### config.mk
export PLATFORM = sky130hd
export DESIGN_NAME = adct_top
export DESIGN_NICKNAME = d
export VERILOG_FILES = /design/src/core/adct_pkg.sv /design/src/core/adct_sync3.sv /design/src/core/adct_fifo.sv /design/src/core/adct_top.sv
export VERILOG_INCLUDE_DIRS = /design/src /design/src/core
export SDC_FILE = /design/constraint.sdc
export NUM_CORES = 1
export LEC_CHECK = 0
export BUFFER_PORTS_ARGS = -buffer_cell sky130_fd_sc_hd__buf_2
export CAP_MARGIN = 20
export CELL_PAD_IN_SITES_DETAIL_PLACEMENT = 0
export CELL_PAD_IN_SITES_GLOBAL_PLACEMENT = 1
export CORE_UTILIZATION = 44
export CTS_CLUSTER_SIZE = 10
export DETAILED_ROUTE_END_ITERATION = 12
export GPL_TIMING_DRIVEN = 0
export MAX_ROUTING_LAYER = met4
export PLACE_DENSITY_LB_ADDON = 0.2
export SLEW_MARGIN = 25
export SYNTH_ARGS = -nofsm -noshare
export SYNTH_HDL_FRONTEND = slang
export SYNTH_HIERARCHICAL = 1
export SYNTH_SLANG_ARGS = --single-unit
### constraint.sdc
create_clock -name i_clk -period 4.5 [get_ports i_clk]
set_input_delay 0.9 -clock i_clk [delete_from_list [all_inputs] [get_ports i_clk]]
set_output_delay 0.9 -clock i_clk [all_outputs]
set_load 0.01 [all_outputs]
### src/core/adct_consts.svh
// Named constants for the dual converter output timing core.
`ifndef ADCT_CONSTS_SVH
`define ADCT_CONSTS_SVH
`define ADCT_DW              14
`define ADCT_LAT_CYC         12
`define ADCT_CLK_MHZ         40
`define ADCT_CLK_KSPS        40000
`define ADCT_WAKE_US         500
`define ADCT_MIN_KSPS_DCS    20000
`define ADCT_MIN_KSPS_NODCS  10000
`define ADCT_AW              12
`define ADCT_IDX_CFG         8'h08
`define ADCT_IDX_STAT        8'h09
`define ADCT_IDX_DLY         8'h17
`define ADCT_CFG_RST         8'h04
`define ADCT_DLY_RST         5'h00
`define ADCT_DLY_W           5
`define ADCT_DLY_TAPS        32
`define ADCT_SPI_INSTR_LAST  5'h0F
`define ADCT_SPI_FRAME_LAST  5'h17
`define ADCT_FIFO_DEPTH      4
`define ADCT_RESP_OK         2'h0
`define ADCT_RESP_SLVERR     2'h2
`endif

### src/core/adct_pkg.sv
// Types shared by the dual converter output timing core.
`include "adct_consts.svh"
package adct_pkg;
   typedef struct packed {
      logic [`ADCT_DW-1:0] a;
      logic [`ADCT_DW-1:0] b;
   } adct_pair_t;
   typedef struct packed {
      logic       vld;
      adct_pair_t d;
   } adct_samp_t;
   typedef struct packed {
      logic       sync_en;
      logic [2:0] div_m1;
      logic       rsvd;
      logic       dcs_en;
      logic       lvds;
      logic       pdwn;
   } adct_cfg_t;
   typedef enum logic [2:0] {
      PW_DOWN = 3'h1,
      PW_WAKE = 3'h2,
      PW_RUN  = 3'h4
   } adct_pwr_t;
   typedef enum logic [4:0] {
      SP_IDLE  = 5'h01,
      SP_INSTR = 5'h02,
      SP_WDATA = 5'h04,
      SP_RDATA = 5'h08,
      SP_DONE  = 5'h10
   } adct_spi_t;
endpackage

### src/core/adct_sync3.sv
// Three-stage pin synchroniser whose output follows once stages two and three agree.
`timescale 1ns/100ps
module adct_sync3 #(
   parameter int unsigned W   = 1,
   parameter logic [W-1:0] RST = '0
) (
   input  wire logic         i_clk,
   input  wire logic         i_rst_n,
   input  wire logic [W-1:0] i_d,
   output logic      [W-1:0] o_q
);
   logic [W-1:0] s1_q;
   logic [W-1:0] s2_q;
   logic [W-1:0] s3_q;
   wire  [W-1:0] agree = s2_q ~^ s3_q;

   always_ff @(posedge i_clk or negedge i_rst_n) begin
      if (!i_rst_n) begin
         s1_q <= RST;
         s2_q <= RST;
         s3_q <= RST;
         o_q  <= RST;
      end else begin
         s1_q <= i_d;
         s2_q <= s1_q;
         s3_q <= s2_q;
         o_q  <= (agree & s3_q) | (~agree & o_q);
      end
   end
endmodule

### src/core/adct_fifo.sv
// Small synchronous FIFO with valid and ready on both sides.
`timescale 1ns/100ps
module adct_fifo #(
   parameter int unsigned W     = 8,
   parameter int unsigned DEPTH = 4
) (
   input  wire logic         i_clk,
   input  wire logic         i_rst_n,
   input  wire logic         i_valid,
   output logic              o_ready,
   input  wire logic [W-1:0] i_data,
   output logic              o_valid,
   input  wire logic         i_ready,
   output logic      [W-1:0] o_data
);
   localparam int unsigned AW = $clog2(DEPTH);
   logic [W-1:0]  mem_q [DEPTH];
   logic [AW-1:0] wp_q;
   logic [AW-1:0] rp_q;
   logic [AW:0]   cnt_q;
   wire push = i_valid && o_ready;
   wire pop  = o_valid && i_ready;

   assign o_ready = cnt_q != DEPTH[AW:0];
   assign o_valid = cnt_q != '0;
   assign o_data  = mem_q[rp_q];

   always_ff @(posedge i_clk) begin
      if (push) begin
         mem_q[wp_q] <= i_data;
      end
   end

   always_ff @(posedge i_clk or negedge i_rst_n) begin
      if (!i_rst_n) begin
         wp_q  <= '0;
         rp_q  <= '0;
         cnt_q <= '0;
      end else begin
         wp_q  <= push ? AW'(wp_q + 1'b1) : wp_q;
         rp_q  <= pop ? AW'(rp_q + 1'b1) : rp_q;
         cnt_q <= (AW+1)'(cnt_q + {{AW{1'b0}}, push} - {{AW{1'b0}}, pop});
      end
   end
endmodule

### src/core/adct_top.sv
// Output timing, power state, serial port and register file of a dual sampling converter.
// Functional notes
// - Single-ended mode: data out 12 samples later.
// - Differential: A at 12, B floor(div/2) cycles later (half a sample at even dividers).
// - Output invalid for 500 us after power-down.
// - Five-bit data clock delay in register 0x17.
// - Rate is clock over divider; floor flagged.
// - Serial pin turns to output on falling clock.
// - Serial pin released on rising clock after read.
// - Sync changes away from edge; sampled rising.
`timescale 1ns/100ps
`include "adct_consts.svh"
module adct_top
   import adct_pkg::*;
#(
   parameter int unsigned P_WAKE_CYC = `ADCT_WAKE_US * `ADCT_CLK_MHZ
) (
   input  wire logic                i_clk,
   input  wire logic                i_rst_n,
   input  wire logic [`ADCT_AW-1:0] i_s_axi_awaddr,
   input  wire logic                i_s_axi_awvalid,
   output logic                     o_s_axi_awready,
   input  wire logic [31:0]         i_s_axi_wdata,
   input  wire logic [3:0]          i_s_axi_wstrb,
   input  wire logic                i_s_axi_wvalid,
   output logic                     o_s_axi_wready,
   output logic [1:0]               o_s_axi_bresp,
   output logic                     o_s_axi_bvalid,
   input  wire logic                i_s_axi_bready,
   input  wire logic [`ADCT_AW-1:0] i_s_axi_araddr,
   input  wire logic                i_s_axi_arvalid,
   output logic                     o_s_axi_arready,
   output logic [31:0]              o_s_axi_rdata,
   output logic [1:0]               o_s_axi_rresp,
   output logic                     o_s_axi_rvalid,
   input  wire logic                i_s_axi_rready,
   input  wire logic                i_conv_valid,
   input  wire adct_pair_t          i_conv_data,
   output logic                     o_conv_ready,
   input  wire logic                i_sync,
   input  wire logic                i_sclk,
   input  wire logic                i_serial_select_low_n,
   input  wire logic                i_sdio,
   output logic                     o_sdio,
   output logic                     o_sdio_oe,
   output logic [`ADCT_DW-1:0]      o_data_a,
   output logic [`ADCT_DW-1:0]      o_data_b,
   output logic                     o_data_chan_b,
   output logic                     o_data_valid,
   output logic                     o_output_data_clock,
   output logic                     o_awake
);
   function automatic logic [7:0] reg_index(input logic [`ADCT_AW-1:0] addr);
      return addr[9:2];
   endfunction

   function automatic logic idx_mapped(input logic [7:0] idx);
      return idx == `ADCT_IDX_CFG || idx == `ADCT_IDX_STAT || idx == `ADCT_IDX_DLY;
   endfunction

   function automatic logic [7:0] reg_read(input logic [7:0] idx, input adct_cfg_t cfg,
                                           input logic [`ADCT_DLY_W-1:0] dly,
                                           input logic [7:0] stat);
      logic [7:0] v;
      v = 8'h00;
      if (idx == `ADCT_IDX_CFG) begin
         v = cfg;
      end else if (idx == `ADCT_IDX_STAT) begin
         v = stat;
      end else if (idx == `ADCT_IDX_DLY) begin
         v = {3'h0, dly};
      end
      return v;
   endfunction

   adct_cfg_t               cfg_q;
   logic [`ADCT_DLY_W-1:0]  dly_q;
   adct_pwr_t               pwr_q;
   logic [31:0]             wake_cnt_q;
   logic [2:0]              cnt_q;
   logic                    sync_q;
   logic                    sync_prev_q;
   adct_samp_t              samp_q;
   adct_samp_t              pipe_q [`ADCT_LAT_CYC-1];
   logic [`ADCT_DW-1:0]     b_hold_q;
   logic [`ADCT_DLY_TAPS-1:0] rise_sh_q;
   logic [`ADCT_DLY_TAPS-1:0] fall_sh_q;
   adct_pair_t              fifo_data;
   logic                    fifo_vld;

   // Bus slave: address and data are latched separately, so either may come first.
   logic       aw_got_q;
   logic       w_got_q;
   logic [7:0] aw_idx_q;
   logic [7:0] w_byte_q;
   logic       w_en_q;
   wire        aw_hs  = i_s_axi_awvalid && o_s_axi_awready;
   wire        w_hs   = i_s_axi_wvalid && o_s_axi_wready;
   wire        axi_wr = aw_got_q && w_got_q && !o_s_axi_bvalid;
   wire        ar_hs  = i_s_axi_arvalid && o_s_axi_arready;
   wire [7:0]  ar_idx = reg_index(i_s_axi_araddr);
   assign o_s_axi_awready = !aw_got_q && !o_s_axi_bvalid;
   assign o_s_axi_wready  = !w_got_q && !o_s_axi_bvalid;
   assign o_s_axi_arready = !o_s_axi_rvalid;

   // Serial port signals.
   logic [2:0]  pin_f;
   logic        sclk_prev_q;
   adct_spi_t   sp_q;
   logic [4:0]  bit_q;
   logic [15:0] sh_q;
   logic [7:0]  rd_q;
   wire         sclk_f  = pin_f[2];
   wire         sel     = !pin_f[1];
   wire         sdio_f  = pin_f[0];
   wire         sclk_rise = sclk_f && !sclk_prev_q;
   wire         sclk_fall = !sclk_f && sclk_prev_q;
   wire [7:0]   sp_idx  = sh_q[14:7];
   wire         spi_wr  = sel && sp_q == SP_WDATA && sclk_rise && bit_q == `ADCT_SPI_FRAME_LAST;
   wire [7:0]   spi_byte = {sh_q[6:0], sdio_f};

   // Sample clock divider; differential mode needs a divider of two or more for its half slot.
   wire         run      = pwr_q == PW_RUN;
   wire [2:0]   div_m1   = (cfg_q.lvds && cfg_q.div_m1 == 3'h0) ? 3'h1 : cfg_q.div_m1;
   wire [3:0]   div      = {1'b0, div_m1} + 4'h1;
   wire [2:0]   half_m1  = 3'((div >> 1) - 4'h1);
   wire         samp_stb = cnt_q >= div_m1;
   wire         mid_stb  = div_m1 != 3'h0 && cnt_q == half_m1;
   wire         sync_rise = sync_q && !sync_prev_q;
   wire [31:0]  min_ksps = cfg_q.dcs_en ? `ADCT_MIN_KSPS_DCS : `ADCT_MIN_KSPS_NODCS;
   wire         rate_ok  = min_ksps * {28'h0, div} <= `ADCT_CLK_KSPS;
   wire [7:0]   stat     = {4'h0, !o_conv_ready, o_data_valid, rate_ok, run};
   wire         rise_tap = rise_sh_q[dly_q];
   wire         fall_tap = fall_sh_q[dly_q];
   adct_samp_t  last;
   assign last = pipe_q[`ADCT_LAT_CYC-2];

   wire axi_cfg_we = axi_wr && w_en_q && aw_idx_q == `ADCT_IDX_CFG;
   wire axi_dly_we = axi_wr && w_en_q && aw_idx_q == `ADCT_IDX_DLY;
   wire spi_cfg_we = spi_wr && sp_idx == `ADCT_IDX_CFG && !axi_cfg_we;
   wire spi_dly_we = spi_wr && sp_idx == `ADCT_IDX_DLY && !axi_dly_we;
   wire [7:0] cfg_wval = axi_cfg_we ? w_byte_q : spi_byte;
   wire [7:0] dly_wval = axi_dly_we ? w_byte_q : spi_byte;

   assign o_awake = run;

   adct_sync3 #(
      .W   (3),
      .RST (3'h2)
   ) u_pins (
      .i_clk   (i_clk),
      .i_rst_n (i_rst_n),
      .i_d     ({i_sclk, i_serial_select_low_n, i_sdio}),
      .o_q     (pin_f)
   );

   // Popping on every sample strobe keeps the latency fixed; a fast source is held off.
   adct_fifo #(
      .W     ($bits(adct_pair_t)),
      .DEPTH (`ADCT_FIFO_DEPTH)
   ) u_fifo (
      .i_clk   (i_clk),
      .i_rst_n (i_rst_n),
      .i_valid (i_conv_valid),
      .o_ready (o_conv_ready),
      .i_data  (i_conv_data),
      .o_valid (fifo_vld),
      .i_ready (samp_stb),
      .o_data  (fifo_data)
   );

   always_ff @(posedge i_clk or negedge i_rst_n) begin
      if (!i_rst_n) begin
         aw_got_q       <= 1'b0;
         w_got_q        <= 1'b0;
         aw_idx_q       <= 8'h00;
         w_byte_q       <= 8'h00;
         w_en_q         <= 1'b0;
         o_s_axi_bvalid <= 1'b0;
         o_s_axi_bresp  <= `ADCT_RESP_OK;
      end else begin
         if (aw_hs) begin
            aw_got_q <= 1'b1;
            aw_idx_q <= reg_index(i_s_axi_awaddr);
         end else if (axi_wr) begin
            aw_got_q <= 1'b0;
         end
         if (w_hs) begin
            w_got_q  <= 1'b1;
            w_byte_q <= i_s_axi_wdata[7:0];
            w_en_q   <= i_s_axi_wstrb[0];
         end else if (axi_wr) begin
            w_got_q <= 1'b0;
         end
         if (axi_wr) begin
            o_s_axi_bvalid <= 1'b1;
            o_s_axi_bresp  <= idx_mapped(aw_idx_q) ? `ADCT_RESP_OK : `ADCT_RESP_SLVERR;
         end else if (i_s_axi_bready) begin
            o_s_axi_bvalid <= 1'b0;
         end
      end
   end

   always_ff @(posedge i_clk or negedge i_rst_n) begin
      if (!i_rst_n) begin
         o_s_axi_rvalid <= 1'b0;
         o_s_axi_rdata  <= 32'h0000_0000;
         o_s_axi_rresp  <= `ADCT_RESP_OK;
      end else if (ar_hs) begin
         o_s_axi_rvalid <= 1'b1;
         o_s_axi_rdata  <= {24'h00_0000, reg_read(ar_idx, cfg_q, dly_q, stat)};
         o_s_axi_rresp  <= idx_mapped(ar_idx) ? `ADCT_RESP_OK : `ADCT_RESP_SLVERR;
      end else if (i_s_axi_rready) begin
         o_s_axi_rvalid <= 1'b0;
      end
   end

   always_ff @(posedge i_clk or negedge i_rst_n) begin
      if (!i_rst_n) begin
         cfg_q <= `ADCT_CFG_RST;
         dly_q <= `ADCT_DLY_RST;
      end else begin
         if (axi_cfg_we || spi_cfg_we) begin
            cfg_q      <= cfg_wval;
            cfg_q.rsvd <= 1'b0;
         end
         if (axi_dly_we || spi_dly_we) begin
            dly_q <= dly_wval[`ADCT_DLY_W-1:0];
         end
      end
   end

   // Power state; output stays marked invalid until the wake interval has run out.
   always_ff @(posedge i_clk or negedge i_rst_n) begin
      if (!i_rst_n) begin
         pwr_q      <= PW_WAKE;
         wake_cnt_q <= 32'h0000_0000;
      end else begin
         wake_cnt_q <= (pwr_q == PW_WAKE) ? wake_cnt_q + 32'h1 : 32'h0000_0000;
         case (pwr_q)
            PW_DOWN: pwr_q <= cfg_q.pdwn ? PW_DOWN : PW_WAKE;
            PW_WAKE: begin
               if (cfg_q.pdwn) begin
                  pwr_q <= PW_DOWN;
               end else if (wake_cnt_q == P_WAKE_CYC - 1) begin
                  pwr_q <= PW_RUN;
               end
            end
            PW_RUN:  pwr_q <= cfg_q.pdwn ? PW_DOWN : PW_RUN;
            default: pwr_q <= PW_DOWN;
         endcase
      end
   end

   always_ff @(posedge i_clk or negedge i_rst_n) begin
      if (!i_rst_n) begin
         sync_q      <= 1'b0;
         sync_prev_q <= 1'b0;
         cnt_q       <= 3'h0;
      end else begin
         sync_q      <= i_sync;
         sync_prev_q <= sync_q;
         if ((sync_rise && cfg_q.sync_en) || samp_stb) begin
            cnt_q <= 3'h0;
         end else begin
            cnt_q <= 3'(cnt_q + 3'h1);
         end
      end
   end

   // Conversion pipeline counted in sample strobes, so latency scales with the divider.
   always_ff @(posedge i_clk or negedge i_rst_n) begin
      if (!i_rst_n) begin
         samp_q        <= '0;
         b_hold_q      <= '0;
         o_data_a      <= '0;
         o_data_b      <= '0;
         o_data_chan_b <= 1'b0;
         o_data_valid  <= 1'b0;
         for (int i = 0; i < `ADCT_LAT_CYC - 1; i++) begin
            pipe_q[i] <= '0;
         end
      end else begin
         if (samp_stb) begin
            samp_q    <= '{vld: fifo_vld && run, d: fifo_vld ? fifo_data : '0};
            pipe_q[0] <= samp_q;
            for (int i = 1; i < `ADCT_LAT_CYC - 1; i++) begin
               pipe_q[i] <= pipe_q[i-1];
            end
            o_data_a      <= last.d.a;
            o_data_b      <= cfg_q.lvds ? '0 : last.d.b;
            o_data_chan_b <= 1'b0;
            b_hold_q      <= last.d.b;
            o_data_valid  <= last.vld && run;
         end else if (mid_stb && cfg_q.lvds) begin
            o_data_a      <= b_hold_q;
            o_data_chan_b <= 1'b1;
         end
         if (!run) begin
            o_data_valid <= 1'b0;
         end
      end
   end

   // Data clock edges trail the data change by one cycle plus the programmed delay.
   always_ff @(posedge i_clk or negedge i_rst_n) begin
      if (!i_rst_n) begin
         rise_sh_q           <= '0;
         fall_sh_q           <= '0;
         o_output_data_clock <= 1'b0;
      end else begin
         rise_sh_q <= {rise_sh_q[`ADCT_DLY_TAPS-2:0], samp_stb};
         fall_sh_q <= {fall_sh_q[`ADCT_DLY_TAPS-2:0], mid_stb};
         if (div_m1 == 3'h0) begin
            o_output_data_clock <= rise_tap ? !o_output_data_clock : o_output_data_clock;
         end else if (rise_tap) begin
            o_output_data_clock <= 1'b1;
         end else if (fall_tap) begin
            o_output_data_clock <= 1'b0;
         end
      end
   end

   // Serial port: 16 instruction bits (read flag first, low address byte last), 8 data bits.
   always_ff @(posedge i_clk or negedge i_rst_n) begin
      if (!i_rst_n) begin
         sclk_prev_q <= 1'b0;
         sp_q        <= SP_IDLE;
         bit_q       <= 5'h00;
         sh_q        <= 16'h0000;
         rd_q        <= 8'h00;
         o_sdio      <= 1'b0;
         o_sdio_oe   <= 1'b0;
      end else begin
         sclk_prev_q <= sclk_f;
         if (!sel) begin
            sp_q      <= SP_IDLE;
            bit_q     <= 5'h00;
            o_sdio_oe <= 1'b0;
         end else begin
            if (sclk_rise) begin
               bit_q <= 5'(bit_q + 5'h01);
               sh_q  <= {sh_q[14:0], sdio_f};
            end
            case (sp_q)
               SP_IDLE: sp_q <= SP_INSTR;
               SP_INSTR: begin
                  if (sclk_rise && bit_q == `ADCT_SPI_INSTR_LAST) begin
                     sp_q <= sh_q[14] ? SP_RDATA : SP_WDATA;
                     rd_q <= reg_read({sh_q[6:0], sdio_f}, cfg_q, dly_q, stat);
                  end
               end
               SP_WDATA: begin
                  if (sclk_rise && bit_q == `ADCT_SPI_FRAME_LAST) begin
                     sp_q <= SP_DONE;
                  end
               end
               SP_RDATA: begin
                  if (sclk_fall) begin
                     o_sdio_oe <= 1'b1;
                     o_sdio    <= rd_q[7];
                     rd_q      <= {rd_q[6:0], 1'b0};
                  end else if (sclk_rise && bit_q == `ADCT_SPI_FRAME_LAST) begin
                     o_sdio_oe <= 1'b0;
                     sp_q      <= SP_DONE;
                  end
               end
               SP_DONE: sp_q <= SP_DONE;
               default: sp_q <= SP_IDLE;
            endcase
         end
      end
   end

   // Helper counters used only by the checks below.
   logic [7:0] stable_q;
   logic [3:0] since_q;
   adct_cfg_t  cfg_prev_q;
   logic [`ADCT_DLY_W-1:0] dly_prev_q;
   always_ff @(posedge i_clk or negedge i_rst_n) begin
      if (!i_rst_n) begin
         stable_q   <= 8'h00;
         since_q    <= 4'h0;
         cfg_prev_q <= '0;
         dly_prev_q <= '0;
      end else begin
         cfg_prev_q <= cfg_q;
         dly_prev_q <= dly_q;
         stable_q   <= (cfg_q != cfg_prev_q || dly_q != dly_prev_q || sync_rise) ? 8'h00 :
                       (stable_q == 8'hFF ? stable_q : 8'(stable_q + 8'h01));
         since_q    <= samp_stb ? 4'h0 : 4'(since_q + 4'h1);
      end
   end
endmodule

==> metrics.csv <==
stage,metric,value,unit
status,status,finished clean,
sta,period utilisation layout,0.958,
cts,Clock Tree Root,clkbuf_16,
global_routing,largest net degree at the start of global routing,100,
synth,most common cell in the netlist,nand2_1,
global_routing,antenna violations before repair,0,
placement,HPWL reported at the end of detailed placement,41000,um
cts,clk sinks,707,
sta,Fin. Hold Viols,0,
critical_path,worst path arrival time,4.78,ns
floorplanning,Ports,176,
sta,max-slew violations,0,
sta,Final min period,4.31,ns
floorplanning,die area,66100,um^2
sta,Least-Margin Pin Slew,0.922,ns
critical_path,Worst setup SP type,flip-flop,
global_routing,vias in the first global route,19000,
sta,Clock Skews,0.0499,ns
layout,area grow syn2layout,16.1,%
layout,ANT cells,0,
floorplanning,Core Area,64300,um^2
drt,final WL,57800,um
placement,Final GP Congestion,0.802,
placement,placed inst area,30700,um^2
synth,distinct cell type count after synthesis,74,
cts,later-pin clock latency in the skew report,0.66,ns
cts,Worst-path clk slew,0.06,ns
synth,cell count after synthesis,2661,
global_routing,total track usage,0.187,
sta,RSZ-0062 raised after global routing,no,
critical_path,CP Capture Type,flip-flop,
drt,DRC Markers,0,
flow_run,maxcap violations,0,
synth,async set-reset flop share out of synthesis,0.842,
floorplanning,Starting Density,0.445,
power_and_ir_drop,"Power, Total",23.4,mW
synth,Post-synth EDFFs,112,
floorplanning,chip width,257,um
drt,initial drt markers,1006,
sta,Max Clock Freq,232,MHz
cts,Num CTS Buffers,81,
critical_path,critical path class,flip-flop to flip-flop,
layout,Register Area,18300,um^2
floorplanning,Rows,93,
drt,Post-DRT Antenna Nets,0,
sta,Slew Limit Headroom,0.386,
synth,largest cells by area after synthesis,"dfrtp_1 51%, nand2_1 15%, edfxtp_1 12%, mux4_2 2.6%, clkbuf_1 1.5%",
synth,"Seq/Total Area, Yosys",0.637,
drt,Via-to-Cell Ratio,4.81,
layout,fillers,5851,
layout,nets,3039,
sta,"Setup violations, final",0,
layout,final core occ,0.517,
synth,most common flop cell mapped by yosys,dfrtp_1,
cts,H-Tree Depth,3,
drt,1st-pass router iterations,5,
global_routing,first-pass GRT wire length,97300,um
floorplanning,Die H,257,um
power_and_ir_drop,LEAKAGE,15.7,nW
layout,layout cells sized above 1,0.128,
synth,syn avg cell area,10.8,um^2
placement,# port buffers,113,
synth,"Cell Area, Synth",28600,um^2
critical_path,crit path max fanout,10,
critical_path,worst path required time,4.97,ns
layout,Layout Cell Area excl Fill,33300,um^2
synth,Synth area leader,dfrtp_1,
drt,WL per Instance,15.2,um
drt,vias,18300,
hold_path,HP Class,primary input to async pin,
layout,multi-input gate area in the final layout,9710,um^2
cts,Clock Path Buffers,3,
power_and_ir_drop,VDD IR-drop max,519,uV
synth,top-area cell type share of the netlist area,0.514,
synth,synth cell count leaders,"1,156 x nand2_1, 588 x dfrtp_1, 112 x edfxtp_1",
cts,CTS tree,yes,
synth,#FFs+latches synth,707,
sta,hold slack,0.188,ns
synth,Yosys warnings,6,
global_routing,GR Overflow Total,0,
power_and_ir_drop,power per cell area,702,nW/um^2
## cells by family (layout without fill, tap and decap cells)
kind of cell,after synthesis,after routing,synth area share
AND/OR/NAND/NOR,1407,1407,0.200
flip-flops,707,707,0.637
buffers and inverters,194,452,0.0324
AO/OA/AOI/OAI,152,152,0.0327
multiplexers,114,114,0.0642
XOR/XNOR,45,45,0.0138
adder cells (fa/ha/maj),41,41,0.0193
other,1,29,0.000131
## sequential cells by signal, indices dropped and copies added, names as in the netlist, 5 cells and up, named ones only
name,count
pipe_q,290
u_fifo/mem_q,112
fall_sh_q,32
rise_sh_q,32
wake_cnt_q,32
last,29
samp_q,29
sh_q,15
b_hold_q,14
o_data_a,14
o_data_b,14
aw_idx_q,8
o_s_axi_rdata,8
rd_q,8
w_byte_q,8
cfg_q,7
bit_q,5
dly_q,5
sp_q,5
## per-layer routing
| metal | GRT usage | vias up | wire, um |
|---|---|---|---|
| li1 | - | 9145 | - |
| met1 | 0.239 | 8808 | 26500 |
| met2 | 0.308 | 245 | 28300 |
| met3 | 0.0314 | 83 | 1890 |
| met4 | 0.0516 | 0 | 1130 |
| met5 | - | - | 0 |
## critical path: stages, from the launching register on
cell and delay [ns]:
dfrtp_1 0.38, buf_4 0.18, nor3b_4 0.17, nor2_2 0.13, inv_2 0.08, ha_2 0.20, xor2_2 0.18, buf_4 0.15
fa_1 0.51, fa_2 0.47, ha_4 0.20, a21oi_4 0.16, or2b_1 0.24, a211o_1 0.29, a31o_2 0.28, xnor2_2 0.14
o2111ai_2 0.26, a41oi_2 0.15
## per-stage QoR
step,instances,TNS [ns],worst slack [ns]
6_report,3802,0,0.191
5_1_grt,3802,0,0.0126
4_1_cts,3799,0,0.0244
3_5_place_dp,3668,-2.89,-0.841
3_3_place_gp,3657,-5498.38,-9.39
2_1_floorplan,2689,0,0.132
## where the power goes
part,switching [mW],total [mW],internal (mW)
logic,4.53,7.31,2.78
registers,1.28,10.1,8.84
clock network,2.54,5.91,3.37
total,8.35,23.4,15.0
## cells in the final DEF (no fill, tap or decap), types with 5 or more instances in the layout
cell       Yosys  final
buf_4         32     37
conb_1         1     29
or3_1          6      6
xor2_1        25     24
ha_1          32     27
nor4_1         7      7
nand2_1     1156   1156
nor2b_1       12     12
clkbuf_1     111    151
buf_16         0     10
mux4_1        15     15
edfxtp_1     112    112
xnor2_1       20     19
inv_1         36     34
nor3b_1        6      5
buf_6          5      5
mux4_2        33     33
clkbuf_16      0     81
nor2_1        82     81
nand2b_1      21     21
dfstp_2        7      7
and2_1         5      5
mux2i_1       32     32
buf_2          5    117
and3_1        11     11
o211ai_1       5      5
nand4_1       13     13
fa_1           6      5
clkinv_16      0      6
mux2_2        34     34
nand3_1       44     44
o21ai_0       57     57
nor3_1        13     13
dfrtp_1      588    588
a21oi_1       42     40
## layout make-up
type,count,area share
Timing Repair Buffer,129,0.0273
Multi-Input combinational cell,1788,0.292
Clock inverter,7,0.00602
Sequential cell,707,0.549
Tap cell,855,0.0322
Inverter,37,0.00421
Clock buffer,122,0.0656
Buffer,157,0.0238
## worst paths after layout
path | startpoint | endpoint | slack (ns) | depth (start not counted)
min in group i_clk | fall_sh_q[27] | fall_sh_q[28] | 0.34 | 0
setup reg to reg | cfg_q[1] | rd_q[1] | 0.19 | 17
setup / recovery | cfg_q[1] | rd_q[1] | 0.19 | 17
max in group asynchronous | i_rst_n | wake_cnt_q[16] | 2.73 | 4
hold reg to reg | fall_sh_q[27] | fall_sh_q[28] | 0.34 | 0
hold / removal | i_rst_n | bit_q[2] | 0.19 | 1
## timing repair
item	in CTS	in global routing
setup buffers	2	3
endpoints found under the setup margin	5	4
hold buffers	0	0
endpoints found under the hold margin	0	0
pin swaps	3	7
gates cloned	0	0
resized for setup	16	12
Power figures use the tool's default switching activity.
